File: src/tcc_pkg.sv
// Constants shared by the timer channel 1 compare block
package tcc_pkg;
	localparam int ADDR_W = 12;
	// Printed offsets are register indices; byte address is four times the index
	localparam logic [9:0] IDX_FLAGS = 10'h0D8;
	localparam logic [9:0] IDX_CTRL  = 10'h0EE;
	localparam logic [9:0] IDX_VALUE = 10'h0EF;
	localparam logic [9:0] IDX_STAT  = 10'h100;
	localparam logic [9:0] IDX_MASK  = 10'h101;
	localparam logic [ADDR_W-1:0] ADDR_FLAGS = {IDX_FLAGS, 2'h0};
	localparam logic [ADDR_W-1:0] ADDR_CTRL  = {IDX_CTRL, 2'h0};
	localparam logic [ADDR_W-1:0] ADDR_VALUE = {IDX_VALUE, 2'h0};
	localparam logic [ADDR_W-1:0] ADDR_STAT  = {IDX_STAT, 2'h0};
	localparam logic [ADDR_W-1:0] ADDR_MASK  = {IDX_MASK, 2'h0};
	// Control register fields
	localparam int CTRL_IM_BIT  = 6;
	localparam int CTRL_ACT_MSB = 5;
	localparam int CTRL_ACT_LSB = 3;
	localparam int CTRL_EN_BIT  = 2;
	localparam logic [7:0] CTRL_RST    = 8'h40;
	localparam logic [7:0] CTRL_WMASK  = 8'h7F;
	localparam logic [7:0] VALUE_RST   = 8'h00;
	// Shared flag register fields
	localparam int FL_OVFM_BIT = 6;
	localparam int FL_S_CH1 = 5;
	localparam int FL_S_CH0 = 4;
	localparam int FL_S_OVF = 3;
	localparam int FL_F_CH1 = 2;
	localparam int FL_F_CH0 = 1;
	localparam int FL_F_OVF = 0;
	localparam logic [7:0] FLAGS_RST  = 8'h40;
	localparam logic [7:0] FLAGS_PEND = 8'h3F;
	// Interrupt status bits
	localparam int ST_MATCH = 0;
	localparam int ST_FLAG  = 1;
	localparam logic [1:0] STAT_RST = 2'h0;
	localparam logic [1:0] MASK_RST = 2'h0;
	localparam logic [1:0] RESP_OKAY   = 2'h0;
	localparam logic [1:0] RESP_SLVERR = 2'h2;
	typedef enum logic [2:0] {
		ACT_SET   = 3'h0,
		ACT_CLR   = 3'h1,
		ACT_TGL   = 3'h2,
		ACT_SETUP = 3'h3,
		ACT_CLRUP = 3'h4,
		ACT_SETC0 = 3'h5,
		ACT_CLRC0 = 3'h6,
		ACT_NONE  = 3'h7
	} tcc_act_t;
endpackage

File: src/tcc_cmp_if.sv
// Link between register logic and the compare action unit
`timescale 1ns/1ps
interface tcc_cmp_if;
	logic [7:0]        count;
	logic [7:0]        ch0;
	logic [7:0]        ch1;
	tcc_pkg::tcc_act_t action;
	logic              enable;
	logic              tick;
	logic              down;
	logic              updown;
	logic              pin;
	logic              match;
	modport ctl (output count, ch0, ch1, action, enable, tick, down, updown, input pin, match);
	modport unit (input count, ch0, ch1, action, enable, tick, down, updown, output pin, match);
endinterface

File: src/tcc_top.sv
// Timer channel 1 compare, shared flags and AXI4-Lite register slave
// What this block does
// - When enabled, apply selected action (bits 5:3) whenever count equals channel 1 byte on a timer tick.
// - On match, code 000 drives output high, 001 low, 010 inverts it.
// - 011 sets on up-compare, clears at zero or down-compare; 100 is inverse.
// - 101 sets on match, clears at channel 0 value; 110 is inverse.
// - Control bit 2 enables channel 1 compare; resets to 0.
// - Eight-bit read/write channel 1 compare byte, reset to zero.
// - Flag register bit 6 masks the wide timer overflow interrupt; resets to 1.
// - Second timer pending flags: channel 1 bit 5, channel 0 bit 4, overflow bit 3.
// - First timer pending flags: channel 1 bit 2, channel 0 bit 1, overflow bit 0.
// - Writing 1 leaves a pending flag alone; writing 0 clears it.
// - Up/down mode counts zero to channel 0 value and back; down-compares arise there.
`timescale 1ns/1ps
module tcc_top #(
	parameter int ADDR_W = tcc_pkg::ADDR_W
) (
	input  wire logic              aclk,
	input  wire logic              aresetn,
	input  wire logic [ADDR_W-1:0] s_axi_awaddr,
	input  wire logic [2:0]        s_axi_awprot,
	input  wire logic              s_axi_awvalid,
	output logic                   s_axi_awready,
	input  wire logic [31:0]       s_axi_wdata,
	input  wire logic [3:0]        s_axi_wstrb,
	input  wire logic              s_axi_wvalid,
	output logic                   s_axi_wready,
	output logic [1:0]             s_axi_bresp,
	output logic                   s_axi_bvalid,
	input  wire logic              s_axi_bready,
	input  wire logic [ADDR_W-1:0] s_axi_araddr,
	input  wire logic [2:0]        s_axi_arprot,
	input  wire logic              s_axi_arvalid,
	output logic                   s_axi_arready,
	output logic [31:0]            s_axi_rdata,
	output logic [1:0]             s_axi_rresp,
	output logic                   s_axi_rvalid,
	input  wire logic              s_axi_rready,
	input  wire logic [7:0]        timer_count,
	input  wire logic              timer_tick,
	input  wire logic [7:0]        ch0_compare_byte,
	input  wire logic              count_down,
	input  wire logic              updown_mode,
	input  wire logic              first_timer_ch0_evt,
	input  wire logic              first_timer_ch1_evt,
	input  wire logic              first_timer_ovf_evt,
	input  wire logic              second_timer_ch0_evt,
	input  wire logic              second_timer_ovf_evt,
	input  wire logic              wide_ovf_pending,
	output logic                   ch1_out,
	output logic                   ch1_irq_req,
	output logic                   wide_ovf_irq_req,
	output logic                   irq
);
	tcc_cmp_if cmp_link ();

	logic [7:0]        ch1_compare_control_reg;
	logic [7:0]        ch1_compare_byte_reg;
	logic [7:0]        shared_timer_flag_reg;
	logic [7:0]        flag_set;
	logic [7:0]        flag_clr;
	logic [1:0]        stat_reg;
	logic [1:0]        stat_set;
	logic [1:0]        stat_clr;
	logic [1:0]        mask_reg;
	logic              aw_hold_reg;
	logic [ADDR_W-1:0] aw_addr_reg;
	logic              w_hold_reg;
	logic [7:0]        w_data_reg;
	logic              w_lane_reg;
	logic              awready_reg;
	logic              wready_reg;
	logic              bvalid_reg;
	logic [1:0]        bresp_reg;
	logic              arready_reg;
	logic              rvalid_reg;
	logic [1:0]        rresp_reg;
	logic [31:0]       rdata_reg;
	logic              ch1_irq_reg;
	logic              wide_irq_reg;
	logic              irq_reg;
	logic              commit;
	logic              do_wr;
	logic              rd_take;
	logic [2:0]        wr_sel;
	logic [2:0]        rd_sel;

	// Register decode: 1 flags, 2 control, 3 value, 4 status, 5 mask, 0 unmapped
	function automatic logic [2:0] reg_sel(input logic [ADDR_W-1:0] a);
		case (a)
			tcc_pkg::ADDR_FLAGS: reg_sel = 3'h1;
			tcc_pkg::ADDR_CTRL:  reg_sel = 3'h2;
			tcc_pkg::ADDR_VALUE: reg_sel = 3'h3;
			tcc_pkg::ADDR_STAT:  reg_sel = 3'h4;
			tcc_pkg::ADDR_MASK:  reg_sel = 3'h5;
			default:             reg_sel = 3'h0;
		endcase
	endfunction

	assign s_axi_awready = awready_reg;
	assign s_axi_wready = wready_reg;
	assign s_axi_bvalid = bvalid_reg;
	assign s_axi_bresp = bresp_reg;
	assign s_axi_arready = arready_reg;
	assign s_axi_rvalid = rvalid_reg;
	assign s_axi_rresp = rresp_reg;
	assign s_axi_rdata = rdata_reg;
	assign ch1_out = cmp_link.pin;
	assign ch1_irq_req = ch1_irq_reg;
	assign wide_ovf_irq_req = wide_irq_reg;
	assign irq = irq_reg;

	assign commit = aw_hold_reg && w_hold_reg && !bvalid_reg;
	assign wr_sel = reg_sel(aw_addr_reg);
	// Only the low byte lane holds register bits
	assign do_wr = commit && w_lane_reg;
	assign rd_take = s_axi_arvalid && arready_reg;
	assign rd_sel = reg_sel(s_axi_araddr);

	// Write address channel
	always_ff @(posedge aclk) begin
		if (!aresetn) begin
			aw_hold_reg <= 1'b0;
			aw_addr_reg <= '0;
			awready_reg <= 1'b0;
		end else if (s_axi_awvalid && awready_reg) begin
			aw_hold_reg <= 1'b1;
			aw_addr_reg <= s_axi_awaddr;
			awready_reg <= 1'b0;
		end else if (commit) begin
			aw_hold_reg <= 1'b0;
		end else if (!aw_hold_reg && !bvalid_reg) begin
			awready_reg <= 1'b1;
		end
	end

	// Write data channel
	always_ff @(posedge aclk) begin
		if (!aresetn) begin
			w_hold_reg <= 1'b0;
			w_data_reg <= 8'h00;
			w_lane_reg <= 1'b0;
			wready_reg <= 1'b0;
		end else if (s_axi_wvalid && wready_reg) begin
			w_hold_reg <= 1'b1;
			w_data_reg <= s_axi_wdata[7:0];
			w_lane_reg <= s_axi_wstrb[0];
			wready_reg <= 1'b0;
		end else if (commit) begin
			w_hold_reg <= 1'b0;
		end else if (!w_hold_reg && !bvalid_reg) begin
			wready_reg <= 1'b1;
		end
	end

	// Write response; unmapped addresses answer SLVERR
	always_ff @(posedge aclk) begin
		if (!aresetn) begin
			bvalid_reg <= 1'b0;
			bresp_reg <= tcc_pkg::RESP_OKAY;
		end else if (commit) begin
			bvalid_reg <= 1'b1;
			bresp_reg <= (wr_sel == 3'h0) ? tcc_pkg::RESP_SLVERR : tcc_pkg::RESP_OKAY;
		end else if (s_axi_bready) begin
			bvalid_reg <= 1'b0;
		end
	end

	// Read channel; data sampled at address acceptance
	always_ff @(posedge aclk) begin
		if (!aresetn) begin
			arready_reg <= 1'b0;
			rvalid_reg <= 1'b0;
			rresp_reg <= tcc_pkg::RESP_OKAY;
			rdata_reg <= 32'h0;
		end else if (rd_take) begin
			arready_reg <= 1'b0;
			rvalid_reg <= 1'b1;
			rresp_reg <= (rd_sel == 3'h0) ? tcc_pkg::RESP_SLVERR : tcc_pkg::RESP_OKAY;
			case (rd_sel)
				3'h1: rdata_reg <= {24'h0, 1'b0, shared_timer_flag_reg[6:0]};
				3'h2: rdata_reg <= {24'h0, 1'b0, ch1_compare_control_reg[6:0]};
				3'h3: rdata_reg <= {24'h0, ch1_compare_byte_reg};
				3'h4: rdata_reg <= {30'h0, stat_reg};
				3'h5: rdata_reg <= {30'h0, mask_reg};
				default: rdata_reg <= 32'h0;
			endcase
		end else if (rvalid_reg && s_axi_rready) begin
			rvalid_reg <= 1'b0;
		end else if (!rvalid_reg) begin
			arready_reg <= 1'b1;
		end
	end

	// channel mask resets enabled, bit 7 reads zero
	always_ff @(posedge aclk) begin
		if (!aresetn)
			ch1_compare_control_reg <= tcc_pkg::CTRL_RST;
		else if (do_wr && wr_sel == 3'h2)
			ch1_compare_control_reg <= w_data_reg & tcc_pkg::CTRL_WMASK;
	end

	always_ff @(posedge aclk) begin
		if (!aresetn)
			ch1_compare_byte_reg <= tcc_pkg::VALUE_RST;
		else if (do_wr && wr_sel == 3'h3)
			ch1_compare_byte_reg <= w_data_reg;
	end

	always_comb begin
		flag_set = 8'h00;
		flag_set[tcc_pkg::FL_S_CH1] = cmp_link.match;
		flag_set[tcc_pkg::FL_S_CH0] = second_timer_ch0_evt;
		flag_set[tcc_pkg::FL_S_OVF] = second_timer_ovf_evt;
		flag_set[tcc_pkg::FL_F_CH1] = first_timer_ch1_evt;
		flag_set[tcc_pkg::FL_F_CH0] = first_timer_ch0_evt;
		flag_set[tcc_pkg::FL_F_OVF] = first_timer_ovf_evt;
	end

	// zeros written clear flags, ones ignored
	assign flag_clr = (do_wr && wr_sel == 3'h1) ? (~w_data_reg & tcc_pkg::FLAGS_PEND) : 8'h00;

	// events set flags, set beats clear
	always_ff @(posedge aclk) begin
		if (!aresetn) begin
			shared_timer_flag_reg <= tcc_pkg::FLAGS_RST;
		end else begin
			shared_timer_flag_reg[5:0] <= (shared_timer_flag_reg[5:0] & ~flag_clr[5:0])
				| flag_set[5:0];
			if (do_wr && wr_sel == 3'h1)
				shared_timer_flag_reg[tcc_pkg::FL_OVFM_BIT] <= w_data_reg[tcc_pkg::FL_OVFM_BIT];
		end
	end

	always_ff @(posedge aclk) begin
		if (!aresetn) begin
			ch1_irq_reg <= 1'b0;
			wide_irq_reg <= 1'b0;
		end else begin
			ch1_irq_reg <= shared_timer_flag_reg[tcc_pkg::FL_S_CH1]
				&& ch1_compare_control_reg[tcc_pkg::CTRL_IM_BIT];
			wide_irq_reg <= wide_ovf_pending && shared_timer_flag_reg[tcc_pkg::FL_OVFM_BIT];
		end
	end

	// Sticky status cleared by reading it; a same-cycle event survives the read
	assign stat_set = {|flag_set, cmp_link.match};
	assign stat_clr = (rd_take && rd_sel == 3'h4) ? 2'h3 : 2'h0;

	always_ff @(posedge aclk) begin
		if (!aresetn)
			stat_reg <= tcc_pkg::STAT_RST;
		else
			stat_reg <= (stat_reg & ~stat_clr) | stat_set;
	end

	always_ff @(posedge aclk) begin
		if (!aresetn)
			mask_reg <= tcc_pkg::MASK_RST;
		else if (do_wr && wr_sel == 3'h5)
			mask_reg <= w_data_reg[1:0];
	end

	// Registered, so irq trails the status bit by one cycle
	always_ff @(posedge aclk) begin
		if (!aresetn)
			irq_reg <= 1'b0;
		else
			irq_reg <= |(stat_reg & mask_reg);
	end

	// action and enable to the unit
	// direction and mode from the counter
	assign cmp_link.count = timer_count;
	assign cmp_link.ch0 = ch0_compare_byte;
	assign cmp_link.ch1 = ch1_compare_byte_reg;
	assign cmp_link.action = tcc_pkg::tcc_act_t'(
		ch1_compare_control_reg[tcc_pkg::CTRL_ACT_MSB:tcc_pkg::CTRL_ACT_LSB]);
	assign cmp_link.enable = ch1_compare_control_reg[tcc_pkg::CTRL_EN_BIT];
	assign cmp_link.tick = timer_tick;
	assign cmp_link.down = count_down;
	assign cmp_link.updown = updown_mode;

	tcc_cmp_unit u_cmp (
		.aclk    (aclk),
		.aresetn (aresetn),
		.cmp     (cmp_link)
	);
endmodule

File: src/tcc_cmp_unit.sv
// Compare action unit driving the channel 1 output
`timescale 1ns/1ps
module tcc_cmp_unit (
	input  wire logic aclk,
	input  wire logic aresetn,
	tcc_cmp_if.unit   cmp
);
	logic pin_reg;
	logic pin_next;
	logic at_zero;
	logic at_ch0;
	logic down_cmp;

	assign cmp.pin = pin_reg;
	assign cmp.match = cmp.enable && cmp.tick && (cmp.count == cmp.ch1);
	assign at_zero = cmp.enable && cmp.tick && (cmp.count == 8'h00);
	assign at_ch0 = cmp.enable && cmp.tick && (cmp.count == cmp.ch0);
	// down compares only arise in up/down
	assign down_cmp = cmp.updown && cmp.down;

	always_comb begin
		pin_next = pin_reg;
		case (cmp.action)
			tcc_pkg::ACT_SET: if (cmp.match) pin_next = 1'b1;
			tcc_pkg::ACT_CLR: if (cmp.match) pin_next = 1'b0;
			tcc_pkg::ACT_TGL: if (cmp.match) pin_next = !pin_reg;
			tcc_pkg::ACT_SETUP: begin
				if (cmp.match)
					pin_next = !down_cmp;
				else if (at_zero)
					pin_next = 1'b0;
			end
			tcc_pkg::ACT_CLRUP: begin
				if (cmp.match)
					pin_next = down_cmp;
				else if (at_zero)
					pin_next = 1'b1;
			end
			tcc_pkg::ACT_SETC0: begin
				if (cmp.match)
					pin_next = 1'b1;
				else if (at_ch0)
					pin_next = 1'b0;
			end
			tcc_pkg::ACT_CLRC0: begin
				if (cmp.match)
					pin_next = 1'b0;
				else if (at_ch0)
					pin_next = 1'b1;
			end
			default: pin_next = pin_reg;
		endcase
	end

	always_ff @(posedge aclk) begin
		if (!aresetn)
			pin_reg <= 1'b0;
		else
			pin_reg <= pin_next;
	end
endmodule

File: config.mk
export PLATFORM = sky130hd
export DESIGN_NAME = tcc_top
export DESIGN_NICKNAME = d
export VERILOG_FILES = /design/src/tcc_pkg.sv /design/src/tcc_cmp_if.sv /design/src/tcc_top.sv /design/src/tcc_cmp_unit.sv
export SDC_FILE = /design/constraint.sdc
export NUM_CORES = 1
export LEC_CHECK = 0
export BUFFER_PORTS_ARGS = -buffer_cell sky130_fd_sc_hd__buf_2
export CORE_ASPECT_RATIO = 0.7
export CORE_MARGIN = 5
export CORE_UTILIZATION = 48
export CTS_CLUSTER_DIAMETER = 200
export CTS_CLUSTER_SIZE = 10
export DETAILED_ROUTE_END_ITERATION = 16
export MAX_ROUTING_LAYER = met4
export PLACE_DENSITY = 0.89
export SLEW_MARGIN = 15
export SYNTH_ARGS = -nofsm -noshare
export SYNTH_HDL_FRONTEND = slang
export SYNTH_HIERARCHICAL = 1
export SYNTH_SLANG_ARGS = --single-unit
File: constraint.sdc
create_clock -name aclk -period 2.34 [get_ports aclk]
set_input_delay 0.468 -clock aclk [delete_from_list [all_inputs] [get_ports aclk]]
set_output_delay 0.468 -clock aclk [all_outputs]
set_load 0.05 [all_outputs]
==> impl_metrics.toml <==
[run_status]
status = "finished clean"

[grt]
track_usage_pct = 21.2
grt_pass1_vias = 2991
antenna_found_initial = 0
overflow = 0
grt_pass1_wl_mm = 14.1
grt_max_degree = 25

[power_and_ir_drop]
swShare_pct = 27.3
peakVddDrop_mv = 0.445
internal-power_mw = 1.93
combPwrFrac_pct = 13.8
power_density_mw_per_mm2 = 673
clock_power_share_pct = 39.9
seqPwrFrac_pct = 46.3
p_leak_nw = 1.70
p_sw_mw = 0.727

[worst_setup_path]
crit_type = "reg2reg"
start_kind = "register"
critPathMaxStageDelay_ps = 550
end_kind = "register"
cp.buffers_inverters = 1
path_cells = "or4_1 -> nor3_2 -> nor3b_2 -> buf_4 -> mux2i_1 -> nor2_1"
cp.arrival_ps = 2210
cp.required_ps = 2560
cpMaxStageDelayCell = "or4_1"
cp_top_family = "simple AND/OR/NAND/NOR gates"
crit_fanout = 8

[synthesis]
muxShareOfSynthArea_pct = 8.63
synth-edff-count = 0
syn_area_sq_mm = 0.00334
ys_ff_latch = 68
async_flop_share_pct = 0
synth_top_family_by_area = "simple AND/OR/NAND/NOR gates"
syn_area_per_cell_sq_um = 8.34
ys_warn_count = 6
synth_cells = 400
synth_top_cell_area_share_pct = 40.8
synth_xor_area_share_pct = 4.20
synth_fa_ha_area_share_pct = 0
synth_area_leader_cell = "dfxtp_1"
synth_cell_types = 51
yosys-top-cells-area = "dfxtp_1, nand2_1, mux2i_1"
ys_seq_area_share_pct = 40.8
synth_ff_type = "dfxtp_1"
synth-simple-area-share_pct = 24.8
synth_compound_area_share_pct = 12.8

[cells_and_area]
fin_nets = 579
utilization_pct = 58.5
fillers = 623
antenna_cells = 0
syn_to_final_growth_pct = 18.4
drive_gt1_share_pct = 24.1
largest_reg_flops = 12

[floorplanning]
die-area_sq_mm = 0.00874
coreArea_sq_mm = 0.00676
num_io_pins = 143
die_h_um = 79.7
start_util_pct = 49.4
chipWidth_um = 110
rows = 25

[clock_tree]
insertion_delay_ps = 350
cts_hold_buffers = 0
root_buffer = "clkbuf_8"
clockBufferDepth = 2
clk_pin_slew_ps = 70
postCtsSetupBuffers = 0
cts_buffers = 9
post_cts_resized = 0
cts_tree = "yes"
h-tree-depth = 3
clock-sinks = 68

[routing]
drtAntennaViolNets = 0
first_iter_violations = 257
vias_per_cell = 5.43
drc = 0
routed_wl_mm = 8.94
first_pass_iters = 5
vias = 3149
wire_per_inst_um = 15.4

[sta]
clock_skew_ps = 6.93
worst_pin_slew_ps = 622
timing.fmax_mhz = 502
hold_viol = 0
timing.final.crit_period_ps = 1990
drv_slew = 0
finalSetupViolCount = 0
fin_crit_sh_pct = 85.1
finalSetupTns_ps = 0
max_slew_margin_pct = 58.5
rsz0062_at_grt = "no"

[placed_design]
routabilityCongestion = 0.887
portBuffers = 83
hpwl_mm = 6.74

[job]
cap_violations = 0

[worst_hold_path]
hp-class = "in2reg"
## cells by family after synthesis
logic type,Yosys count
xor gates and xnor gates,16
and+or+nand+nor,165
muxes,28
DFF,68
other,1
AOI/OAI and AO/OA,73
buffers and inverters,49
## synthesized netlist by cell type (6+ instances only)
master    number
a21oi_1       40
mux2i_1       22
mux2_2         6
nand3_1        7
buf_4         28
nand4_1        6
o21ai_0       11
nand2_1       66
nor3_1        11
dfxtp_1       68
nor2_1        33
a22oi_1        7
clkbuf_1      14
xor2_1        11
## tightest hold or removal path, delay by kind of cell
family	cells	cell delay, ps
AND/OR/NAND/NOR	1	50
AO/OA/AOI/OAI	1	50
buffers and inverters	1	90
## layout by cell type (no fill, tap or decap), types with 4 or more instances in the layout
cell	instances
buf_2	83
dfxtp_1	68
nand2_1	66
a21oi_1	40
nor2_1	33
conb_1	26
mux2i_1	22
nor3_1	11
o21ai_0	11
xor2_1	11
clkbuf_8	10
nand3_1	7
a22oi_1	7
nand4_1	6
mux2_2	6
and2_1	5
inv_1	5
nor4_1	5
buf_4	5
xnor2_1	5
and3_1	4
## metal layers
metal | vias to the layer above | track usage [%] | wire length (um)
met5 | - | - | 0
met4 | 0 | 6.85 | 112
met3 | 16 | 7.28 | 864
met2 | 165 | 31.2 | 3970
met1 | 1467 | 27.4 | 3990
li1 | 1501 | - | -
## power by group through the flow
stage	Clock (mW)	Sequential (mW)	Combinational (mW)
floorplan	0	1.28	0.255
global placement	0	1.25	0.350
detailed placement	0	1.26	0.361
CTS	1.07	1.23	0.363
global route	1.13	1.24	0.396
finish	1.06	1.23	0.367
## layout make-up
type	instances	area [sq um]	share of cell area, %
flip-flops and latches	68	1360	34.5
clock buffers	12	145	3.67
repair buffers	88	453	11.5
inverters	6	22.5	0.570
well taps	94	118	2.98
multi-input cells	308	1780	45.0
clock inverters	4	72.6	1.84
## metrics by stage
step / cell area, sq um / hold WS, ps / cells / power, mW / setup WS (ps)
floorplan: 3430 / 436 / 425 / 1.53 / 612
global placement: 3730 / 443 / 564 / 1.60 / 473
detailed placement: 3730 / 449 / 564 / 1.62 / 378
CTS: 3950 / 343 / 580 / 2.66 / 370
global route: 3950 / 345 / 580 / 2.77 / 262
finish: 3950 / 357 / 580 / 2.66 / 348
## path summary, 6_finish.rpt
kind / startpoint / end / slack (ps) / cells after the start
worst max-delay path: aw_addr_reg[0]$_SDFFE_PN0P_ / ch1_compare_byte_reg[3]$_SDFFE_PN0P_ / 350 / 6
worst min-delay path: s_axi_awaddr[7] / aw_addr_reg[7]$_SDFFE_PN0P_ / 360 / 3
worst max register to register: aw_addr_reg[0]$_SDFFE_PN0P_ / ch1_compare_byte_reg[3]$_SDFFE_PN0P_ / 350 / 6
worst min register to register: s_axi_rresp[1]$_SDFFE_PN0P_ / s_axi_rresp[1]$_SDFFE_PN0P_ / 460 / 2
(Power assumes the default switching activity.)
